==> src/hw/conv_clk_div_inc.vh <==
// Purpose: Width of the conversion clock divider count.
// Assumes: Included by the divider file only.
// Notes: Holds one definition and no logic.
`ifndef CONV_CLK_DIV_INC_VH
`define CONV_CLK_DIV_INC_VH
`define DIV_CNT_W 5
`endif

==> src/hw/conv_ctrl_consts.vh <==
// Purpose: Constants for the converter conversion control block.
// Assumes: 8-bit special function register port, 40 MHz system clock.
// Notes: Only the positive input select register has a documented address.
`ifndef CONV_CTRL_CONSTS_VH
`define CONV_CTRL_CONSTS_VH

// ----------------------------------------------------------------
// Register addresses and reset values
// ----------------------------------------------------------------
`define POS_SEL_ADDR 8'hBB
`define CTRL_ADDR 8'hE8
`define CFG_ADDR 8'hBC
`define RES_LO_ADDR 8'hBD
`define RES_HI_ADDR 8'hBE
`define POS_SEL_RESET 8'h00
`define CTRL_RESET 8'h00
`define CFG_RESET 8'hF8

// ----------------------------------------------------------------
// Field positions
// ----------------------------------------------------------------
`define CTRL_EN_BIT 7
`define CTRL_TM_BIT 6
`define CTRL_DONE_BIT 5
`define CTRL_BUSY_BIT 4
`define CTRL_SRC_LSB 0
`define CFG_DIV_LSB 3
`define POS_FIELD_W 5

// ----------------------------------------------------------------
// Start source codes
// ----------------------------------------------------------------
`define SRC_SOFT 3'h0
`define SRC_TMR0 3'h1
`define SRC_TMR2 3'h2
`define SRC_TMR1 3'h3
`define SRC_EXT 3'h4
`define SRC_TMR3 3'h5

// ----------------------------------------------------------------
// Timing counts in conversion clocks
// ----------------------------------------------------------------
`define TRACK_CLKS 4'h3
`define CONV_CLKS 4'hC

// ----------------------------------------------------------------
// Positive input codes
// ----------------------------------------------------------------
`define POS_LAST_PIN 5'h14
`define POS_TEMP 5'h1E
`define POS_SUPPLY 5'h1F

`endif

==> src/hw/conv_clk_div.v <==
// Purpose: Conversion clock enable divider.
// Assumes: Divisor value 0 to 31; divide ratio is divisor plus one.
// Notes: Emits a one-cycle tick rather than a real clock to keep one domain.
`timescale 1ns/1ps
`default_nettype none
`include "conv_clk_div_inc.vh"

module conv_clk_div (
	// Clock and control
	input wire CLK_I,
	input wire RST_N_I,
	input wire CE_I,
	input wire RUN_I,
	// Divisor and tick
	input wire [4:0] DIV_I,
	output reg TICK_O
);
	reg [`DIV_CNT_W-1:0] cnt_r;

	always @(posedge CLK_I or negedge RST_N_I) begin
		if (!RST_N_I) begin
			cnt_r <= 5'h00;
			TICK_O <= 1'b0;
		end else if (CE_I) begin
			if (!RUN_I) begin
				cnt_r <= 5'h00;
				TICK_O <= 1'b0;
			end else if (cnt_r >= DIV_I) begin
				cnt_r <= 5'h00;
				TICK_O <= 1'b1;
			end else begin
				cnt_r <= cnt_r + 5'h01;
				TICK_O <= 1'b0;
			end
		end
	end
endmodule
`default_nettype wire

==> src/hw/conv_ctrl.v <==
// Purpose: Conversion control of a successive-approximation converter.
// Assumes: 8-bit register port, synchronous inputs, analog core outside.
// Notes: Result word is sampled from the analog core on the twelfth conversion tick; no done strobe comes from the core.
//
// Operation
// - Conversion clock is system clock over divisor+1.
// - Start source field picks one of six triggers.
// - Software start by writing one to busy.
// - Busy stays high for the whole conversion.
// - Busy falling sets done flag, interrupt request.
// - Result is loaded on the same edge that sets the done flag.
// - Timers 2/3 overflow by low or high byte.
// - Default mode tracks except during conversion.
// - Low-power mode tracks three conversion clocks first.
// - External start low tracks, rising edge converts.
// - Tracking may stop in standby or sleep.
// - Low five bits select pin, sensor or supply.
// - Code 11110 routes temperature sensor to input.
// - Converter runs only while enabled, else shutdown.
`timescale 1ns/1ps
`default_nettype none
`include "conv_ctrl_consts.vh"

module conv_ctrl (
	// Clock, reset and enable
	input wire CLK_I,
	input wire RST_N_I,
	input wire CE_I,
	// Register port
	input wire [7:0] ADDR_I,
	input wire [7:0] WDATA_I,
	input wire WR_I,
	output reg [7:0] RDATA_O,
	// Trigger sources
	input wire TMR0_OVF_I,
	input wire TMR1_OVF_I,
	input wire TMR2_LO_OVF_I,
	input wire TMR2_HI_OVF_I,
	input wire TMR2_SPLIT_I,
	input wire TMR3_LO_OVF_I,
	input wire TMR3_HI_OVF_I,
	input wire TMR3_SPLIT_I,
	input wire EXT_START_I,
	input wire STANDBY_I,
	// Analog core
	input wire [11:0] RESULT_I,
	output reg TRACK_O,
	output reg CONVERT_O,
	output reg SAR_TICK_O,
	output reg POWER_O,
	output reg [4:0] POS_SEL_O,
	output reg TEMP_SEL_O,
	// Interrupt request
	output wire IRQ_O
);
	localparam ST_IDLE = 2'd0;
	localparam ST_TRACK = 2'd1;
	localparam ST_CONV = 2'd2;

	reg [7:0] ctrl_r;
	reg [7:0] cfg_r;
	reg [4:0] pos_r;
	reg [11:0] result_r;
	reg [1:0] state_r;
	reg [3:0] cnt_r;
	reg ext_d_r;
	wire tick;
	reg trig;

	// ----------------------------------------------------------------
	// Helpers
	// ----------------------------------------------------------------
	function sel;
		input [7:0] a;
		input [7:0] b;
		begin
			sel = WR_I && (a == b);
		end
	endfunction

	wire en = ctrl_r[`CTRL_EN_BIT];
	wire lowpow = ctrl_r[`CTRL_TM_BIT];
	wire [2:0] src = ctrl_r[`CTRL_SRC_LSB+2:`CTRL_SRC_LSB];
	wire ext_rise = EXT_START_I && !ext_d_r;
	wire soft_go = sel(ADDR_I, `CTRL_ADDR) && WDATA_I[`CTRL_BUSY_BIT];
	wire done_evt = (state_r == ST_CONV) && tick && (cnt_r == `CONV_CLKS - 4'h1);

	// ----------------------------------------------------------------
	// Conversion clock
	// ----------------------------------------------------------------
	// divisor plus one
	conv_clk_div u_div (
		.CLK_I(CLK_I),
		.RST_N_I(RST_N_I),
		.CE_I(CE_I),
		.RUN_I(en),
		.DIV_I(cfg_r[`CFG_DIV_LSB+4:`CFG_DIV_LSB]),
		.TICK_O(tick)
	);

	always @* begin
		case (src)
			`SRC_SOFT: trig = soft_go;
			`SRC_TMR0: trig = TMR0_OVF_I;
			`SRC_TMR2: trig = TMR2_SPLIT_I ? TMR2_LO_OVF_I : TMR2_HI_OVF_I;
			`SRC_TMR1: trig = TMR1_OVF_I;
			`SRC_EXT: trig = ext_rise;
			`SRC_TMR3: trig = TMR3_SPLIT_I ? TMR3_LO_OVF_I : TMR3_HI_OVF_I;
			default: trig = 1'b0;
		endcase
	end

	// ----------------------------------------------------------------
	// Sequencer
	// ----------------------------------------------------------------
	always @(posedge CLK_I or negedge RST_N_I) begin
		if (!RST_N_I) begin
			state_r <= ST_IDLE;
			cnt_r <= 4'h0;
			// The start pin idles high, so a low reset value would fake an edge.
			ext_d_r <= 1'b1;
			result_r <= 12'h000;
		end else if (CE_I) begin
			ext_d_r <= EXT_START_I;
			if (!en) begin
				state_r <= ST_IDLE;
				cnt_r <= 4'h0;
			end else begin
				case (state_r)
					ST_IDLE: begin
						cnt_r <= 4'h0;
						if (trig) begin
							state_r <= (lowpow && src != `SRC_EXT) ? ST_TRACK : ST_CONV;
						end
					end
					ST_TRACK: begin
						if (tick) begin
							cnt_r <= cnt_r + 4'h1;
							if (cnt_r == `TRACK_CLKS - 4'h1) begin
								cnt_r <= 4'h0;
								state_r <= ST_CONV;
							end
						end
					end
					ST_CONV: begin
						if (tick) begin
							cnt_r <= cnt_r + 4'h1;
						end
						if (done_evt) begin
							result_r <= RESULT_I;
							state_r <= ST_IDLE;
						end
					end
					default: state_r <= ST_IDLE;
				endcase
			end
		end
	end

	// ----------------------------------------------------------------
	// Registers
	// ----------------------------------------------------------------
	always @(posedge CLK_I or negedge RST_N_I) begin
		if (!RST_N_I) begin
			ctrl_r <= `CTRL_RESET;
			cfg_r <= `CFG_RESET;
			pos_r <= 5'h00;
		end else if (CE_I) begin
			if (sel(ADDR_I, `CTRL_ADDR)) begin
				ctrl_r[7:6] <= WDATA_I[7:6];
				ctrl_r[3:0] <= WDATA_I[3:0];
				// Done flag takes the written value here, so software may set or clear it.
				ctrl_r[`CTRL_DONE_BIT] <= WDATA_I[`CTRL_DONE_BIT];
			end
			if (sel(ADDR_I, `CFG_ADDR)) begin
				cfg_r <= WDATA_I;
			end
			if (sel(ADDR_I, `POS_SEL_ADDR)) begin
				pos_r <= WDATA_I[`POS_FIELD_W-1:0];
			end
			if (done_evt && en) begin
				ctrl_r[`CTRL_DONE_BIT] <= 1'b1;
			end
		end
	end

	assign IRQ_O = ctrl_r[`CTRL_DONE_BIT] && ctrl_r[3];

	// ----------------------------------------------------------------
	// Read data and analog outputs
	// ----------------------------------------------------------------
	always @(posedge CLK_I or negedge RST_N_I) begin
		if (!RST_N_I) begin
			RDATA_O <= 8'h00;
			TRACK_O <= 1'b0;
			CONVERT_O <= 1'b0;
			SAR_TICK_O <= 1'b0;
			POWER_O <= 1'b0;
			POS_SEL_O <= 5'h00;
			TEMP_SEL_O <= 1'b0;
		end else if (CE_I) begin
			case (ADDR_I)
				`CTRL_ADDR: RDATA_O <= {ctrl_r[7:5], state_r != ST_IDLE, ctrl_r[3:0]};
				`CFG_ADDR: RDATA_O <= cfg_r;
				`POS_SEL_ADDR: RDATA_O <= {3'h0, pos_r};
				`RES_LO_ADDR: RDATA_O <= result_r[7:0];
				`RES_HI_ADDR: RDATA_O <= {4'h0, result_r[11:8]};
				default: RDATA_O <= 8'h00;
			endcase
			POWER_O <= en;
			TRACK_O <= en && !STANDBY_I && (state_r != ST_CONV) &&
				(lowpow ? (state_r == ST_TRACK || (src == `SRC_EXT && !EXT_START_I)) : 1'b1);
			CONVERT_O <= en && (state_r == ST_CONV);
			SAR_TICK_O <= en && tick;
			POS_SEL_O <= pos_r;
			TEMP_SEL_O <= (pos_r == `POS_TEMP);
		end
	end
endmodule
`default_nettype wire

==> config.mk <==
export PLATFORM = sky130hd
export DESIGN_NAME = conv_ctrl
export DESIGN_NICKNAME = d
export VERILOG_FILES = /design/src/hw/conv_clk_div.v /design/src/hw/conv_ctrl.v
export VERILOG_INCLUDE_DIRS = /design/src /design/src/hw
export SDC_FILE = /design/constraint.sdc
export NUM_CORES = 1
export LEC_CHECK = 0
export ABC_CLOCK_PERIOD_IN_PS = 4150
export BUFFER_PORTS_ARGS = -buffer_cell sky130_fd_sc_hd__buf_2
export CAP_MARGIN = 20
export CORE_UTILIZATION = 33
export DETAILED_ROUTE_END_ITERATION = 10
export RECOVER_POWER = 50
export SETUP_SLACK_MARGIN = 0.1
export SLEW_MARGIN = 10
export SYNTH_ARGS = -nofsm -noshare
export SYNTH_HDL_FRONTEND = slang
export SYNTH_SLANG_ARGS = --single-unit
==> constraint.sdc <==
create_clock -name CLK_I -period 4.15 [get_ports CLK_I]
set_input_delay 1.245 -clock CLK_I [delete_from_list [all_inputs] [get_ports CLK_I]]
set_output_delay 1.245 -clock CLK_I [all_outputs]
set_load 0.01 [all_outputs]
-- After elaboration in Yosys (flattened, before gate mapping)
Cells that the tools add are included.
- register bits: 63
- word-level logic and storage cells: 98
- output and inout port bits: 19
- add/sub/neg operators: 2
- multiplexer cells: 23
- reduce and logical (&&, ||, !) cells: 31
- equal/unequal tests: 23
- $lt $le $gt $ge: 1
- operators with widths (cell ; count):
    8-bit equality test, second input constant ; 5
    8-bit case mux with 5 select lines ; 1
    1-bit logical AND ; 16
    4-bit 2-to-1 mux ; 4
    2-bit 2-to-1 mux ; 6
    3-bit inequality test, second input constant ; 4
    4-bit case mux with 3 select lines ; 1
    5-bit 2-to-1 mux ; 2
    2-bit AND reduction ; 4
    4-bit AND reduction ; 2
    1-bit 2-to-1 mux ; 7
    3-bit by 2-bit equality test with 1-bit output, second input constant ; 2
    3-bit equality test, second input constant ; 2
    3-bit by 2-bit inequality test with 1-bit output, second input constant ; 2
    1-bit case mux with 6 select lines ; 1
    2-bit case mux with 3 select lines ; 1
    5-bit by 1-bit adder with 5-bit output, second input constant ; 1
    5-bit equality test, second input constant ; 1
    5-bit greater-or-equal comparator ; 1
    5-bit AND reduction ; 1
    4-bit by 1-bit adder with 4-bit output, second input constant ; 1
    4-bit by 2-bit equality test with 1-bit output, second input constant ; 1
    4-bit equality test, second input constant ; 1
    4-bit by 1-bit inequality test with 1-bit output, second input constant ; 1
    9 further kinds ; 12

-- Depth between registers and ports, before layout
- depth after elaboration: 7
- gate-level depth with buffers: 8
- mapped depth without buffers: 7

-- Hierarchy
From an unflattened synthesis, not the netlist that was laid out.
- cell total of the unflattened synthesis: 280
- area total of the unflattened synthesis: 3193.1 sq um
- by module, submodules not included (module ; times used ; area each (sq um) ; cells an instance):
    conv_ctrl ; 1 ; 2778.9 ; 235
    conv_clk_div ; 1 ; 414.1 ; 45

-- Worst setup path before layout
Ideal clock, no wire load.
- kind: input to register
- start point: input ADDR_I[1]
- end point: register cfg_r[2]
- data required time: 4023 ps
- stages: 7
- slack: 1507 ps
- data arrival time: 2515 ps
- buffers on the path: 3
- path through: buf_4 nor2b_1 buf_4 and4b_4 and3_4 buf_6 mux2_1
- cells in the longest elaborated chain, start to end: 3
- RTL lines (what ; RTL line ; RTL):
    start, declared ; conv_ctrl.v:30 ; input wire [7:0] ADDR_I,
    8-bit equality test ; conv_ctrl.v:77 ; sel = WR_I && (a == b);
    1-bit logical AND ; conv_ctrl.v:77 ;
    2-bit AND reduction (no line) ; n/a ;
    end signal, assigned ; conv_ctrl.v:166 ; cfg_r <= `CFG_RESET;
    end, declared ; conv_ctrl.v:61 ; reg [7:0] cfg_r;
No other way between the ends.
A chain may end at the register's enable or synchronous reset.

==> summary.md <==
| Metric | Value |
|---|---|
| Final HPWL DP | 5990 microns |
| WP data required | between 4000 and 5000 ps |
| Pin count of the biggest net entering global routing | 43 |
| Commonest cells post-synth | dfrtp_1, mux2_2, inv_1, nor2_1, o21ai_0 |
| Overflow after GRT | 0 |
| CP max stage delay | between 700 and 800 ps |
| Top cell by count, worst path | clkbuf_1 |
| Nets | ~410 |
| Max-Cap Viols | 0 |
| Yosys warnings | 0 |
| Most numerous cell in the Yosys netlist | dfrtp_1 |
| Setup TNS | 0 ps |
| Overall Global Routing Usage | 16.6% |
| Global-route wire length before repair | roughly 13000 microns |
| Area contributors post-synth | dfrtp_1, mux2_2, dfstp_2 |
| Vias per cell | slightly above 5 |
| VDD IR max | between 0.00015 and 0.0002 V |
| Cells after synthesis | just under 300 |
| Die ar. | 10400 sq um |
| Worst skew pair latency | between 300 and 400 ps |
| Router iterations before antenna repair | 4 |
| Power per standard cell area | 349 nW/um^2 |
| Die width | just over 100 microns |
| Register Area | 1580 sq um |
| Rows | 36 |
| Number of I/O pins | 61 |
| Leakage | approximately 1.8 nW |
| Yosys cell types | 53 |
| Sequential-to-total area share from yosys stat | between 40% and 50% |
| Clock root cell | clkbuf_8 |
| RePlAce Congestion | slightly above 0.9 |
| Data arrival, critical path | 3370 ps |
| Final slew viol count | 0 |
| CP Cell Sequence | clkbuf_1, clkbuf_1, nand3_1, o22ai_1 |
| Outcome | finished clean |
| Syn avg cell area | roughly 11 sq um |
| Hold Buf Count CTS | 0 |
| Async set-reset flop share out of synthesis | 100% |
| CORE AREA | 9730 sq um |
| Number of port buffers | 60 |
| Detailed-route via count | approximately 2500 |
| Syn_nets | 346 |
| Fill cell total of the finished layout | approximately 1000 |
| ANT cells | 0 |
| Setup Skew | roughly 5.6 ps |
| # Post-CTS Setup Buffers | 0 |
| Crit Path Category | input pin to register |
| Largest fanout on the critical path | 23 |
| DRC errors left | 0 |
| Layout cells sized above 1 | between 30% and 40% |
| Post-CTS Resized | 0 |
| Hold WC Path Type | register to register |
| Setup Viol. Count Final | 0 |
| Area leader, netlist | dfrtp_1 |
| Worst setup EP type | register |
| Post-synth top area share | a little over two fifths |
| Synthesized cell area | between 3000 and 4000 sq um |
| Hold_ws | between 500 and 600 ps |
| Clock period minus final worst setup slack | 3120 ps |
| Routed len/inst | roughly 16 microns |
| Sink Count | 63 |
| Total Power | about 1.3 mW |
| FF+latch count, synth | 63 |
| RSZ-0062 raised after global routing | false |
| Primary FF master, synth | dfrtp_1 |
| Number of synthesized flops with an enable pin | 0 |
| Clock tree buffer depth | 2 |
| Clock Pin Slew Worst Setup and Hold Paths | 80 ps |
| Slew headroom | ~16% |
| Initial antenna violation count | 0 |
| Final Util | approximately two fifths |
| Critical-path top delay cell | clkbuf_1 |
| CTS tree | built |
| Num CTS Buffers | 9 |
| Fmax | 321 MHz |
| Multi-input gate area | 1530 sq um |
| Detailed router's first-iteration violation count | roughly 200 |
| Worst-Margin Slew | between 1000 and 1500 ps |
| Period utilization | approximately three quarters |
| Layout area overhead | 17.4% |
| Die H | ~100 microns |
| Final WL | slightly below 8000 microns |
| Vias in the first global route | between 2000 and 2500 |
| Fin. Hold Viols | 0 |
| H-tree Lvls | 3 |
| Critical Path Source Type | input pin |
| Initial Utilization | about a third |
| Antenna Nets Post-Route | 0 |
==> layer usage <==
layer / wire length (microns) / part of all wire (%) / track usage (%)
met1: 3860 / 49 / 23.8
met2: 3610 / 46 / 25.0
met3: 325 / 4.1 / 4.17
met4: 85 / 1.1 / 4.62
met5: 0 / 0 / 0
==> stage by stage <==
step                cell area, sq um  std cells  worst slack, ps
finish                          3860        492             1030
global route                    3860        492              791
CTS                             3870        492             1480
detailed placement              3700        476             1120
global placement                3700        476             1190
floorplan                       3290        293             1510
==> final timing paths <==
| path | to | slack [ps] | depth (start not counted) | startpoint |
|---|---|---|---|---|
| worst max-delay path | RDATA_O[5] | 1030 | 4 | CE_I |
| worst min-delay path | TRACK_O | 510 | 2 | TRACK_O |
| worst max register to register | u_div.cnt_r[2] | 2040 | 6 | cfg_r[3] |
| worst min register to register | TRACK_O | 510 | 2 | TRACK_O |
| max in group asynchronous | u_div.cnt_r[4] | 1360 | 2 | RST_N_I |
| min in group asynchronous | POS_SEL_O[4] | 1150 | 1 | RST_N_I |
==> critical path: cells and delay by family <==
kind,cells,cell delay (ps)
buffers and inverters,2,1470
and+or+nand+nor,1,420
AOI/OAI and AO/OA,1,220
==> cell families (layout without fill, tap and decap cells) <==
logic type	after synthesis	after routing	share of synthesized area (%)
mux	42	42	14.7
simple gates	71	71	13.1
compound gates	68	68	14.5
buf+inv	38	104	5.36
flops	63	63	48.1
fa+ha+maj	11	11	4.18
==> final cells by class <==
| cell class | instances | area share (%) |
|---|---|---|
| Tap cell | 133 | 4.31 |
| Sequential cell | 63 | 41.0 |
| Timing Repair Buffer | 63 | 8.13 |
| Multi-Input combinational cell | 192 | 39.6 |
| Clock buffer | 9 | 3.21 |
| Clock inverter | 7 | 1.30 |
| Inverter | 25 | 2.43 |
==> cells in the final DEF (no fill, tap or decap), types with 3 or more instances in the layout <==
cell type and n:
clkinvlp_4 3, mux2_2 26, ha_1 11, buf_2 58
and4b_1 4, nand3_1 8, dfrtp_1 57, o21ai_0 14
o22ai_1 9, inv_1 25, and3_1 3, nor2b_1 5
o221ai_1 3, nand2b_1 5, clkbuf_8 9, clkbuf_1 3
mux2i_1 8, a22o_1 5, a221oi_1 4, nor2_1 15
nor3b_1 3, nand2_1 11, a32o_1 3, and2_1 3
a21oi_1 9, mux2_4 6, dfstp_2 6
==> registers in the layout (all words and copies together), names as in the netlist <==
register	cells
CONVERT_O	1
POS_SEL_O	5
POWER_O	1
RDATA_O	8
SAR_TICK_O	1
TEMP_SEL_O	1
TRACK_O	1
cfg_r	8
cnt_r	4
ctrl_r	7
ext_d_r	1
pos_r	5
result_r	12
state_r	2
u_div.TICK_O	1
u_div.cnt_r	5
==> power by group <==
group          internal, mW  switching [mW]
Sequential            0.639          0.0178
Combinational        0.0899           0.128
Clock                 0.216           0.258
Total                 0.945           0.404
No activity file was read; power rests on OpenSTA's default activity.
